**src/hdl/pprxb_pkg.sv**
```systemverilog
// Function
// - Compare low eight bits of each valid table entry with every received byte.
// - End-of-table flag set marks entry invalid and stops the scan.
// - Accepted match is stored, closes the buffer and raises buffer-done if enabled.
// - Rejected match goes to the holding register, raises an event, buffer stays open.
// - Compare mask bit 0 excludes that bit from the match, 1 compares it.
// - Software reads the holding register before the next rejected match overwrites it.
// - Silence count drops every 1024 clocks; reaching zero closes the open buffer.
// - A silence limit of zero disables silence closing.
// - Init command returns receiver parameters to reset values; issue while disabled.
// - Close command closes the buffer being filled; no effect when idle.
// - Byte arriving at a non-empty descriptor is dropped with a no-buffer event.
// - Device owns descriptors with empty set and clears empty when closing them, unless continuous is set.
// - After a descriptor with wrap set, continue at the table base.
// - Interrupt flag set makes a completed buffer raise the buffer-done event.
// - Control flag is one when the last byte is an accepted control character.
// - Continuous flag keeps the empty flag set after closing.
// - Silence close sets the descriptor's silence-close flag.
// - Eight-bit event register: set on events, write one clears, reset clears.
// - Interrupt request stays high while any unmasked event bit is set.
// - Events: rejected char, no buffer, byte stored, buffer completed.
package pprxb_pkg;

  // ----------------------------------------------------------------
  // Register word addresses (byte address on the bus)
  // ----------------------------------------------------------------
  localparam logic [7:0] ADDR_CHAR0     = 8'h00;  // 8 entries, 0x00..0x1C
  localparam logic [7:0] ADDR_MASK      = 8'h20;
  localparam logic [7:0] ADDR_REJ       = 8'h24;
  localparam logic [7:0] ADDR_EVENT     = 8'h28;
  localparam logic [7:0] ADDR_EVMASK    = 8'h2C;
  localparam logic [7:0] ADDR_SILENCE   = 8'h30;
  localparam logic [7:0] ADDR_CMD       = 8'h34;
  localparam logic [7:0] ADDR_STATUS    = 8'h38;
  localparam logic [7:0] ADDR_PB_ASSIGN = 8'h3C;
  localparam logic [7:0] ADDR_PB_DIR    = 8'h40;
  localparam logic [7:0] ADDR_BUFLEN    = 8'h44;
  localparam logic [7:0] ADDR_BD0       = 8'h80;  // 8 descriptors, 0x80..0x9C

  // ----------------------------------------------------------------
  // Field positions
  // ----------------------------------------------------------------
  localparam int ENTRY_END_BIT = 15;
  localparam int ENTRY_REJ_BIT = 14;
  localparam int BD_EMPTY_BIT  = 15;
  localparam int BD_WRAP_BIT   = 13;
  localparam int BD_INT_BIT    = 12;
  localparam int BD_CTRL_BIT   = 11;
  localparam int BD_CONT_BIT   = 9;
  localparam int BD_SIL_BIT    = 8;
  localparam int EV_REJ_BIT    = 0;
  localparam int EV_NOBUF_BIT  = 1;
  localparam int EV_BYTE_BIT   = 2;
  localparam int EV_DONE_BIT   = 3;
  localparam int CMD_INIT_BIT  = 0;
  localparam int CMD_CLOSE_BIT = 1;
  localparam int CMD_EN_BIT    = 2;

  // ----------------------------------------------------------------
  // Sizes, reset values, timing
  // ----------------------------------------------------------------
  localparam int NUM_CHARS = 8;
  localparam int NUM_BDS   = 8;
  localparam logic [15:0] RST_ENTRY   = 16'h8000;
  localparam logic [15:0] RST_MASK    = 16'hC0FF;
  localparam logic [15:0] RST_WORD    = 16'h0000;
  localparam logic [7:0]  RST_BUFLEN  = 8'h10;
  localparam logic [17:0] RST_PB      = 18'h00000;
  localparam int SILENCE_TICK_CYCLES = 1024;
  localparam logic [9:0] TICK_LAST = 10'(SILENCE_TICK_CYCLES - 1);

  typedef struct packed {
    logic       valid;
    logic [7:0] data;
  } pprxb_byte_t;

  typedef enum logic [1:0] {
    PPRXB_IDLE = 2'b00,
    PPRXB_FILL = 2'b01
  } pprxb_state_t;

endpackage

```
**src/hdl/pprxb_rx_buffering.sv**
```systemverilog
// The register addresses and register access over Wishbone are this design's own decisions.
`timescale 1ns/1ps
module pprxb_rx_buffering
(
  input  wire logic                   mclk,
  input  wire logic                   reset_n,
  input  wire logic                   wb_cyc_i,
  input  wire logic                   wb_stb_i,
  input  wire logic                   wb_we_i,
  input  wire logic [7:0]             wb_adr_i,
  input  wire logic [3:0]             wb_sel_i,
  input  wire logic [31:0]            wb_dat_i,
  output logic      [31:0]            wb_dat_o,
  output logic                        wb_ack_o,
  input  wire pprxb_pkg::pprxb_byte_t rx_in,
  output logic                        irq_o,
  output logic      [7:0]             buf_wr_data,
  output logic      [2:0]             buf_wr_bd,
  output logic      [7:0]             buf_wr_offset,
  output logic                        buf_wr_en,
  output logic      [17:0]            portb_assign,
  output logic      [17:0]            portb_direction
);

  // ----------------------------------------------------------------
  // Storage
  // ----------------------------------------------------------------
  logic [15:0] char_reg [pprxb_pkg::NUM_CHARS];
  logic [15:0] bd_reg [pprxb_pkg::NUM_BDS];
  logic [15:0] mask_reg;
  logic [15:0] rej_reg;
  logic [7:0]  event_reg;
  logic [7:0]  evmask_reg;
  logic [15:0] silence_limit_reg;
  logic [15:0] silence_cnt_reg;
  logic [9:0]  tick_reg;
  logic        enable_reg;
  logic [7:0]  buflen_reg;
  logic [2:0]  bd_ptr_reg;
  logic [7:0]  count_reg;
  pprxb_pkg::pprxb_state_t state_reg;

  // ----------------------------------------------------------------
  // Bus decode
  // ----------------------------------------------------------------
  logic        req;
  logic        wr;
  logic [31:0] rdata;
  logic        cmd_init;
  logic        cmd_close;

  // Ack is registered; gating with it stops one access being taken twice
  assign req = wb_cyc_i && wb_stb_i && !wb_ack_o;
  // Lane 0 qualifies every write; lane 1 gates the upper byte of 16-bit registers only, port B writes take all 18 bits
  assign wr  = req && wb_we_i && wb_sel_i[0];
  // Command bits act as one-cycle pulses; only enable is kept
  assign cmd_init  = wr && (wb_adr_i == pprxb_pkg::ADDR_CMD)
                     && wb_dat_i[pprxb_pkg::CMD_INIT_BIT];
  assign cmd_close = wr && (wb_adr_i == pprxb_pkg::ADDR_CMD)
                     && wb_dat_i[pprxb_pkg::CMD_CLOSE_BIT];

  function automatic logic [15:0] merge16(input logic [15:0] old, input logic [31:0] d,
                                          input logic [3:0] sel);
    merge16 = {sel[1] ? d[15:8] : old[15:8], sel[0] ? d[7:0] : old[7:0]};
  endfunction

  function automatic logic in_table(input logic [7:0] a, input logic [7:0] base);
    in_table = (a >= base) && (a < base + 8'h20) && (a[1:0] == 2'b00);
  endfunction

  // ----------------------------------------------------------------
  // Control character match, scanned in table order
  // ----------------------------------------------------------------
  logic       hit;
  logic       hit_rej;
  logic       stop;
  // First valid match wins; a later entry never overrides it
  always_comb
  begin
    hit     = 1'b0;
    hit_rej = 1'b0;
    stop    = 1'b0;
    for (int i = 0; i < pprxb_pkg::NUM_CHARS; i++)
    begin
      if (char_reg[i][pprxb_pkg::ENTRY_END_BIT])
        stop = 1'b1;
      else if (!stop && !hit &&
               (((char_reg[i][7:0] ^ rx_in.data) & mask_reg[7:0]) == 8'h00))
      begin
        hit     = 1'b1;
        hit_rej = char_reg[i][pprxb_pkg::ENTRY_REJ_BIT];
      end
    end
  end

  // ----------------------------------------------------------------
  // Receive decisions
  // ----------------------------------------------------------------
  logic [15:0] cur_bd;
  logic        bd_free;
  logic        take;
  logic        store;
  logic        tick;
  logic        sil_close;
  logic        full_close;
  logic        close_now;
  logic        ctrl_close;

  assign cur_bd  = bd_reg[bd_ptr_reg];
  assign bd_free = cur_bd[pprxb_pkg::BD_EMPTY_BIT];
  assign take    = enable_reg && rx_in.valid;
  assign store   = take && bd_free && !(hit && hit_rej);
  assign ctrl_close = store && hit;
  // Length reached; the last byte is stored in the same cycle as the close
  assign full_close = store && (count_reg + 8'h01 >= buflen_reg);
  // Free-running prescaler, so silence resolution is one tick, not one clock
  assign tick    = (tick_reg == pprxb_pkg::TICK_LAST);
  // Silence only closes an open buffer that has no byte this cycle
  assign sil_close = (state_reg == pprxb_pkg::PPRXB_FILL) && !take && tick
                     && (silence_limit_reg != 16'h0000)
                     && (silence_cnt_reg == 16'h0001);
  assign close_now = ctrl_close || full_close || sil_close
                     || (cmd_close && state_reg == pprxb_pkg::PPRXB_FILL);

  always_ff @(posedge mclk)
  begin
    if (!reset_n || cmd_init)
      tick_reg <= 10'h000;
    else if (tick)
      tick_reg <= 10'h000;
    else
      tick_reg <= tick_reg + 10'h001;
  end

  always_ff @(posedge mclk)
  begin
    if (!reset_n || cmd_init)
      silence_cnt_reg <= pprxb_pkg::RST_WORD;
    else if (store || close_now)
      silence_cnt_reg <= silence_limit_reg;
    else if (state_reg == pprxb_pkg::PPRXB_FILL && tick && silence_cnt_reg != 16'h0000)
      silence_cnt_reg <= silence_cnt_reg - 16'h0001;
  end

  // ----------------------------------------------------------------
  // Receive state
  // ----------------------------------------------------------------
  always_ff @(posedge mclk)
  begin
    if (!reset_n || cmd_init)
      state_reg <= pprxb_pkg::PPRXB_IDLE;
    else
    begin
      case (state_reg)
        pprxb_pkg::PPRXB_IDLE:
        begin
          if (store && !close_now)
            state_reg <= pprxb_pkg::PPRXB_FILL;
        end
        pprxb_pkg::PPRXB_FILL:
        begin
          if (close_now)
            state_reg <= pprxb_pkg::PPRXB_IDLE;
        end
        default:
          state_reg <= pprxb_pkg::PPRXB_IDLE;
      endcase
    end
  end

  // Pointer and fill count move only on closes and stores
  always_ff @(posedge mclk)
  begin
    if (!reset_n || cmd_init)
    begin
      bd_ptr_reg <= 3'h0;
      count_reg  <= 8'h00;
    end
    else if (close_now)
    begin
      count_reg <= 8'h00;
      if (cur_bd[pprxb_pkg::BD_WRAP_BIT])
        bd_ptr_reg <= 3'h0;
      else
        bd_ptr_reg <= bd_ptr_reg + 3'h1;
    end
    else if (store)
      count_reg <= count_reg + 8'h01;
  end

  // Descriptor status words; software writes and hardware closes
  always_ff @(posedge mclk)
  begin
    if (!reset_n)
    begin
      for (int i = 0; i < pprxb_pkg::NUM_BDS; i++)
        bd_reg[i] <= pprxb_pkg::RST_WORD;
    end
    else
    begin
      for (int i = 0; i < pprxb_pkg::NUM_BDS; i++)
        if (wr && in_table(wb_adr_i, pprxb_pkg::ADDR_BD0) && wb_adr_i[4:2] == 3'(i))
          bd_reg[i] <= merge16(bd_reg[i], wb_dat_i, wb_sel_i);
      // Hardware status wins over a software write in the same cycle
      if (close_now)
      begin
        bd_reg[bd_ptr_reg][pprxb_pkg::BD_CTRL_BIT] <= ctrl_close;
        bd_reg[bd_ptr_reg][pprxb_pkg::BD_SIL_BIT]  <= sil_close;
        if (!cur_bd[pprxb_pkg::BD_CONT_BIT])
          bd_reg[bd_ptr_reg][pprxb_pkg::BD_EMPTY_BIT] <= 1'b0;
      end
    end
  end

  // ----------------------------------------------------------------
  // Buffer write port
  // ----------------------------------------------------------------
  always_ff @(posedge mclk)
  begin
    if (!reset_n)
    begin
      buf_wr_en     <= 1'b0;
      buf_wr_data   <= 8'h00;
      buf_wr_bd     <= 3'h0;
      buf_wr_offset <= 8'h00;
    end
    else
    begin
      buf_wr_en     <= store;
      buf_wr_data   <= rx_in.data;
      buf_wr_bd     <= bd_ptr_reg;
      buf_wr_offset <= count_reg;
    end
  end

  // Each rejected match overwrites the held value; software must read it first
  always_ff @(posedge mclk)
  begin
    if (!reset_n || cmd_init)
      rej_reg <= pprxb_pkg::RST_WORD;
    else if (take && hit && hit_rej)
      rej_reg <= {8'h00, rx_in.data};
  end

  // ----------------------------------------------------------------
  // Events, set wins over clear
  // ----------------------------------------------------------------
  logic [7:0] ev_set;
  logic [7:0] ev_clr;
  always_comb
  begin
    ev_set = 8'h00;
    ev_set[pprxb_pkg::EV_REJ_BIT]   = take && hit && hit_rej;
    ev_set[pprxb_pkg::EV_NOBUF_BIT] = take && !bd_free;
    ev_set[pprxb_pkg::EV_BYTE_BIT]  = store;
    ev_set[pprxb_pkg::EV_DONE_BIT]  = close_now && cur_bd[pprxb_pkg::BD_INT_BIT];
    ev_clr = 8'h00;
    if (wr && wb_adr_i == pprxb_pkg::ADDR_EVENT)
      ev_clr = wb_dat_i[7:0];
  end

  always_ff @(posedge mclk)
  begin
    if (!reset_n)
      event_reg <= 8'h00;
    else
      event_reg <= (event_reg & ~ev_clr) | ev_set;
  end

  always_ff @(posedge mclk)
  begin
    if (!reset_n)
      irq_o <= 1'b0;
    else
      // Built from the next event value so the request never lags the register
      irq_o <= |(((event_reg & ~ev_clr) | ev_set) & evmask_reg);
  end

  // ----------------------------------------------------------------
  // Software registers
  // ----------------------------------------------------------------
  always_ff @(posedge mclk)
  begin
    if (!reset_n || cmd_init)
    begin
      for (int i = 0; i < pprxb_pkg::NUM_CHARS; i++)
        char_reg[i] <= pprxb_pkg::RST_ENTRY;
      mask_reg          <= pprxb_pkg::RST_MASK;
      silence_limit_reg <= pprxb_pkg::RST_WORD;
      buflen_reg        <= pprxb_pkg::RST_BUFLEN;
    end
    else if (wr)
    begin
      for (int i = 0; i < pprxb_pkg::NUM_CHARS; i++)
        if (in_table(wb_adr_i, pprxb_pkg::ADDR_CHAR0) && wb_adr_i[4:2] == 3'(i))
          char_reg[i] <= merge16(char_reg[i], wb_dat_i, wb_sel_i);
      if (wb_adr_i == pprxb_pkg::ADDR_MASK)
        mask_reg <= merge16(mask_reg, wb_dat_i, wb_sel_i);
      else if (wb_adr_i == pprxb_pkg::ADDR_SILENCE)
        silence_limit_reg <= merge16(silence_limit_reg, wb_dat_i, wb_sel_i);
      else if (wb_adr_i == pprxb_pkg::ADDR_BUFLEN)
        buflen_reg <= wb_dat_i[7:0];
    end
  end

  always_ff @(posedge mclk)
  begin
    if (!reset_n)
    begin
      evmask_reg      <= 8'h00;
      enable_reg      <= 1'b0;
      portb_assign    <= pprxb_pkg::RST_PB;
      portb_direction <= pprxb_pkg::RST_PB;
    end
    else if (wr)
    begin
      if (wb_adr_i == pprxb_pkg::ADDR_EVMASK)
        evmask_reg <= wb_dat_i[7:0];
      else if (wb_adr_i == pprxb_pkg::ADDR_CMD)
        enable_reg <= wb_dat_i[pprxb_pkg::CMD_EN_BIT];
      else if (wb_adr_i == pprxb_pkg::ADDR_PB_ASSIGN)
        portb_assign <= wb_dat_i[17:0];
      else if (wb_adr_i == pprxb_pkg::ADDR_PB_DIR)
        portb_direction <= wb_dat_i[17:0];
    end
  end

  // ----------------------------------------------------------------
  // Read mux; unmapped reads return zero, every access is acked
  // ----------------------------------------------------------------
  always_comb
  begin
    rdata = 32'h00000000;
    if (in_table(wb_adr_i, pprxb_pkg::ADDR_CHAR0))
      rdata = {16'h0000, char_reg[wb_adr_i[4:2]]};
    else if (in_table(wb_adr_i, pprxb_pkg::ADDR_BD0))
      rdata = {16'h0000, bd_reg[wb_adr_i[4:2]]};
    else if (wb_adr_i == pprxb_pkg::ADDR_MASK)
      rdata = {16'h0000, mask_reg};
    else if (wb_adr_i == pprxb_pkg::ADDR_REJ)
      rdata = {16'h0000, rej_reg};
    else if (wb_adr_i == pprxb_pkg::ADDR_EVENT)
      rdata = {24'h000000, event_reg};
    else if (wb_adr_i == pprxb_pkg::ADDR_EVMASK)
      rdata = {24'h000000, evmask_reg};
    else if (wb_adr_i == pprxb_pkg::ADDR_SILENCE)
      rdata = {16'h0000, silence_limit_reg};
    else if (wb_adr_i == pprxb_pkg::ADDR_CMD)
      rdata = {29'h00000000, enable_reg, 2'b00};
    else if (wb_adr_i == pprxb_pkg::ADDR_STATUS)
      rdata = {13'h0000, bd_ptr_reg, count_reg, silence_cnt_reg[6:0], state_reg[0]};
    else if (wb_adr_i == pprxb_pkg::ADDR_PB_ASSIGN)
      rdata = {14'h0000, portb_assign};
    else if (wb_adr_i == pprxb_pkg::ADDR_PB_DIR)
      rdata = {14'h0000, portb_direction};
    else if (wb_adr_i == pprxb_pkg::ADDR_BUFLEN)
      rdata = {24'h000000, buflen_reg};
  end

  always_ff @(posedge mclk)
  begin
    if (!reset_n)
    begin
      wb_ack_o <= 1'b0;
      wb_dat_o <= 32'h00000000;
    end
    else
    begin
      wb_ack_o <= req;
      wb_dat_o <= rdata;
    end
  end

endmodule

```
**config.mk**
```make
export PLATFORM = sky130hd
export DESIGN_NAME = pprxb_rx_buffering
export DESIGN_NICKNAME = d
export VERILOG_FILES = /design/src/hdl/pprxb_pkg.sv /design/src/hdl/pprxb_rx_buffering.sv
export SDC_FILE = /design/constraint.sdc
export NUM_CORES = 1
export LEC_CHECK = 0
export BUFFER_PORTS_ARGS = -buffer_cell sky130_fd_sc_hd__buf_2
export CAP_MARGIN = 20
export CORE_MARGIN = 4
export CORE_UTILIZATION = 40
export DETAILED_ROUTE_END_ITERATION = 8
export GPL_TIMING_DRIVEN = 0
export PLACE_DENSITY = 0.67
export SLEW_MARGIN = 20
export SYNTH_ARGS = -nofsm -noshare
export SYNTH_HDL_FRONTEND = slang
export SYNTH_SLANG_ARGS = --single-unit
```
**constraint.sdc**
```tcl
create_clock -name mclk -period 4.4 [get_ports mclk]
set_clock_uncertainty 0.2 [all_clocks]
set_input_delay 0.66 -clock mclk [delete_from_list [all_inputs] [get_ports mclk]]
set_output_delay 0.66 -clock mclk [all_outputs]
set_load 0.005 [all_outputs]
```
==> run_results.csv <==
group,metric,value,unit
status,outcome,"completed",
final_layout,post-route-util,0.465,
global_route,grt_max_degree,14,
final_layout,finalNonFillerCells,2786,
global_route,grt_pass1_vias,16300,
worst_setup_path,regToRegEndpoint,"char_reg[7][3]",
min_path,min_to,"wb_ack_o",
clock_network,numCtsBuffers,48,
worst_setup_path,reg2reg_depth,7,
timing,report.final.hold_viol_count,0,
worst_setup_path,path_class,"primary input to flip-flop",
clock_network,cts.clk_slew.worst_paths,0.06,ns
logic_synthesis,yosys-top-cells-area,"edfxtp_1, dfxtp_1, mux4_2, nand2_1, and2_1",
logic_synthesis,ys_types,72,
worst_setup_path,reg2reg_slack,0.06,ns
logic_synthesis,netlist_top_cells_count,"edfxtp_1, nand2_1, dfxtp_1",
power_and_ir_drop,p_leak,8.90,nW
clock_network,cts.sinks,439,
worst_setup_path,critPathMaxFanout,10,
logic_synthesis,synth_top_area_cell,"edfxtp_1",
clock_network,clock_latency,0.58,ns
routing,num_vias,16800,
routing,drtIter0Drc,2165,
final_layout,seqCellArea,11300,um2
timing,slew_viol_final,0,
routing,routed_wirelength,72500,um
routing,drt_first_pass_iters,6,
global_route,grt_pass1_wl,106000,um
logic_synthesis,netlist_area,20800,um2
worst_setup_path,cp.arrival,4.42,ns
timing,setup_violations,0,
worst_setup_path,reg2reg_from,"wb_ack_o",
die,ios,148,
timing,post-route-period-util,0.993,
logic_synthesis,ys_async_sr_fraction,0,
logic_synthesis,netlist_instances,1896,
min_path,hp-start,"wb_stb_i",
timing,hold_ws,0.144,ns
die,start_util,0.406,
logic_synthesis,synth_top_cell_area_share,0.357,
routing,drt-vias-per-instance,6.01,
die,core,51400,um2
routing,wl_per_cell,26.0,um
timing,tightest_slew,1.22,ns
clock_network,cts_buffer_depth,3,
routing,drc,0,
die,die_area,55800,um2
logic_synthesis,syn_area_per_cell,11.0,um2
die,die_height,236,um
final_layout,multi_input_area,8900,um2
job,max-cap-violations,0,
final_layout,layout.nets,2138,
placed_design,place_inst,2697,
worst_setup_path,cp-startpoint,"wb_adr_i[1]",
logic_synthesis,ys_ff_latch,439,
final_layout,drive_gt1_frac,0.151,
clock_network,cts_hold_buffers,0,
worst_setup_path,cp.required,4.45,ns
clock_network,cts_max_level,2,
placed_design,dp_hpwl,54300,um
min_path,min_path_cells,3,
placed_design,gp_congestion,1.04,
logic_synthesis,synth-seq-area-share,0.541,
final_layout,syn_to_final_growth,14.6,%
clock_network,cts-root-buf,"clkbuf_16",
global_route,grt_overflow,0,
timing,relSlewSlack,0.180,
routing,drtAntennaViolNets,0,
logic_synthesis,synth_edf_count,248,
global_route,antenna_found_initial,4,
placed_design,portBuffers,105,
logic_synthesis,yosysMostFrequentCell,"edfxtp_1",
power_and_ir_drop,ir_worst_vdd,0.000315,V
power_and_ir_drop,power.density,383,nW/um2
worst_setup_path,cp-end-kind,"flip-flop",
logic_synthesis,ys.warnings.count,0,
timing,finalCriticalPeriod,4.37,ns
global_route,grt_usage,0.251,
min_path,hold_class,"primary input to flip-flop",
worst_setup_path,cp-start-kind,"primary input",
die,die_w,236,um
timing,fmax,229,MHz
final_layout,filler_cell_count,4800,
die,num_rows,83,
logic_synthesis,ys.flop_type,"edfxtp_1",
clock_network,cts_tree,"built",
per-stage QoR:
stage	total power [mW]	area [um2]	setup TNS (ns)	setup slack, ns
final	9.15	23900	0	0.0318
after global routing	9.37	23900	-0.00234	-0.00234
after CTS	9.15	23900	0	0.223
after detailed placement	5.21	22300	-35.89	-0.594
after global placement	5.19	22300	-68.52	-1.00
after floorplan	4.94	20900	0	0.688
cells in the final DEF (no fill, tap or decap), drive strengths merged, types with 14 or more instances in the layout:
cell type,count
edfxtp,248
nand2,245
dfxtp,191
clkbuf,174
nor2,169
buf,147
and2,129
a21oi,91
xor2,79
mux4,72
nand3,69
mux2i,61
a22oi,42
o21ai,38
inv,37
and3,31
nor3,31
nand2b,19
a222oi,17
clkinv,15
xnor2,14
critical path, cell delays in order:
cell and delay, ns:
buf_2 0.10, or2_1 0.37, or4b_1 0.51, clkbuf_1 0.24, or2_1 0.26, clkbuf_1 0.24
or3_1 0.40, clkbuf_1 0.29, nor2_1 0.75, nand2_1 0.28, nand2_1 0.32
layout make-up:
cell class / instances / share of cell area
multi-input combinational: 1288 / 0.373
clock inverter: 21 / 0.00744
buffer: 145 / 0.0265
sequential: 439 / 0.472
clock buffer: 67 / 0.0571
timing repair buffer: 109 / 0.0231
antenna: 1 / 0.000105
tap: 680 / 0.0356
inverter: 36 / 0.00566
worst max-delay path by stage:
stage / cells past startpoint / end
after detailed placement: 6 / char_reg[7][13]
after CTS: 7 / char_reg[3][10]
final: 11 / bd_reg[2][10]
after global placement: 6 / char_reg[7][3]
after global routing: 11 / bd_reg[2][13]
after floorplan: 6 / char_reg[6][10]
metal layers:
metal,vias up,track usage,part of all wire
met4,6,0.0984,0.043
met1,8243,0.343,0.39
li1,7167,-,-
met2,1140,0.393,0.45
met5,-,0,0.00050
met3,201,0.0523,0.12
what timing repair did:
item / 4_1_cts / 5_1_grt
gates resized for setup: 1 / 2
hold endpoints to repair: 0 / 0
gates cloned: 0 / 0
buffers inserted: 0 / 0
endpoints found under the setup margin: 16 / 10
logic make-up after synthesis:
logic type | share of synthesized area
xor+xnor | 0.0391
other cells | 0.000180
simple gates | 0.177
compound gates | 0.0898
fa+ha+maj | 0.00780
mux | 0.109
flops | 0.541
buf+inv | 0.0365
power breakdown:
part / internal (mW) / switching, mW
Clock: 2.34 / 1.68
Sequential: 4.45 / 0.0520
Combinational: 0.211 / 0.427
Total: 7.00 / 2.16
No activity file was read; power rests on OpenSTA's default activity.
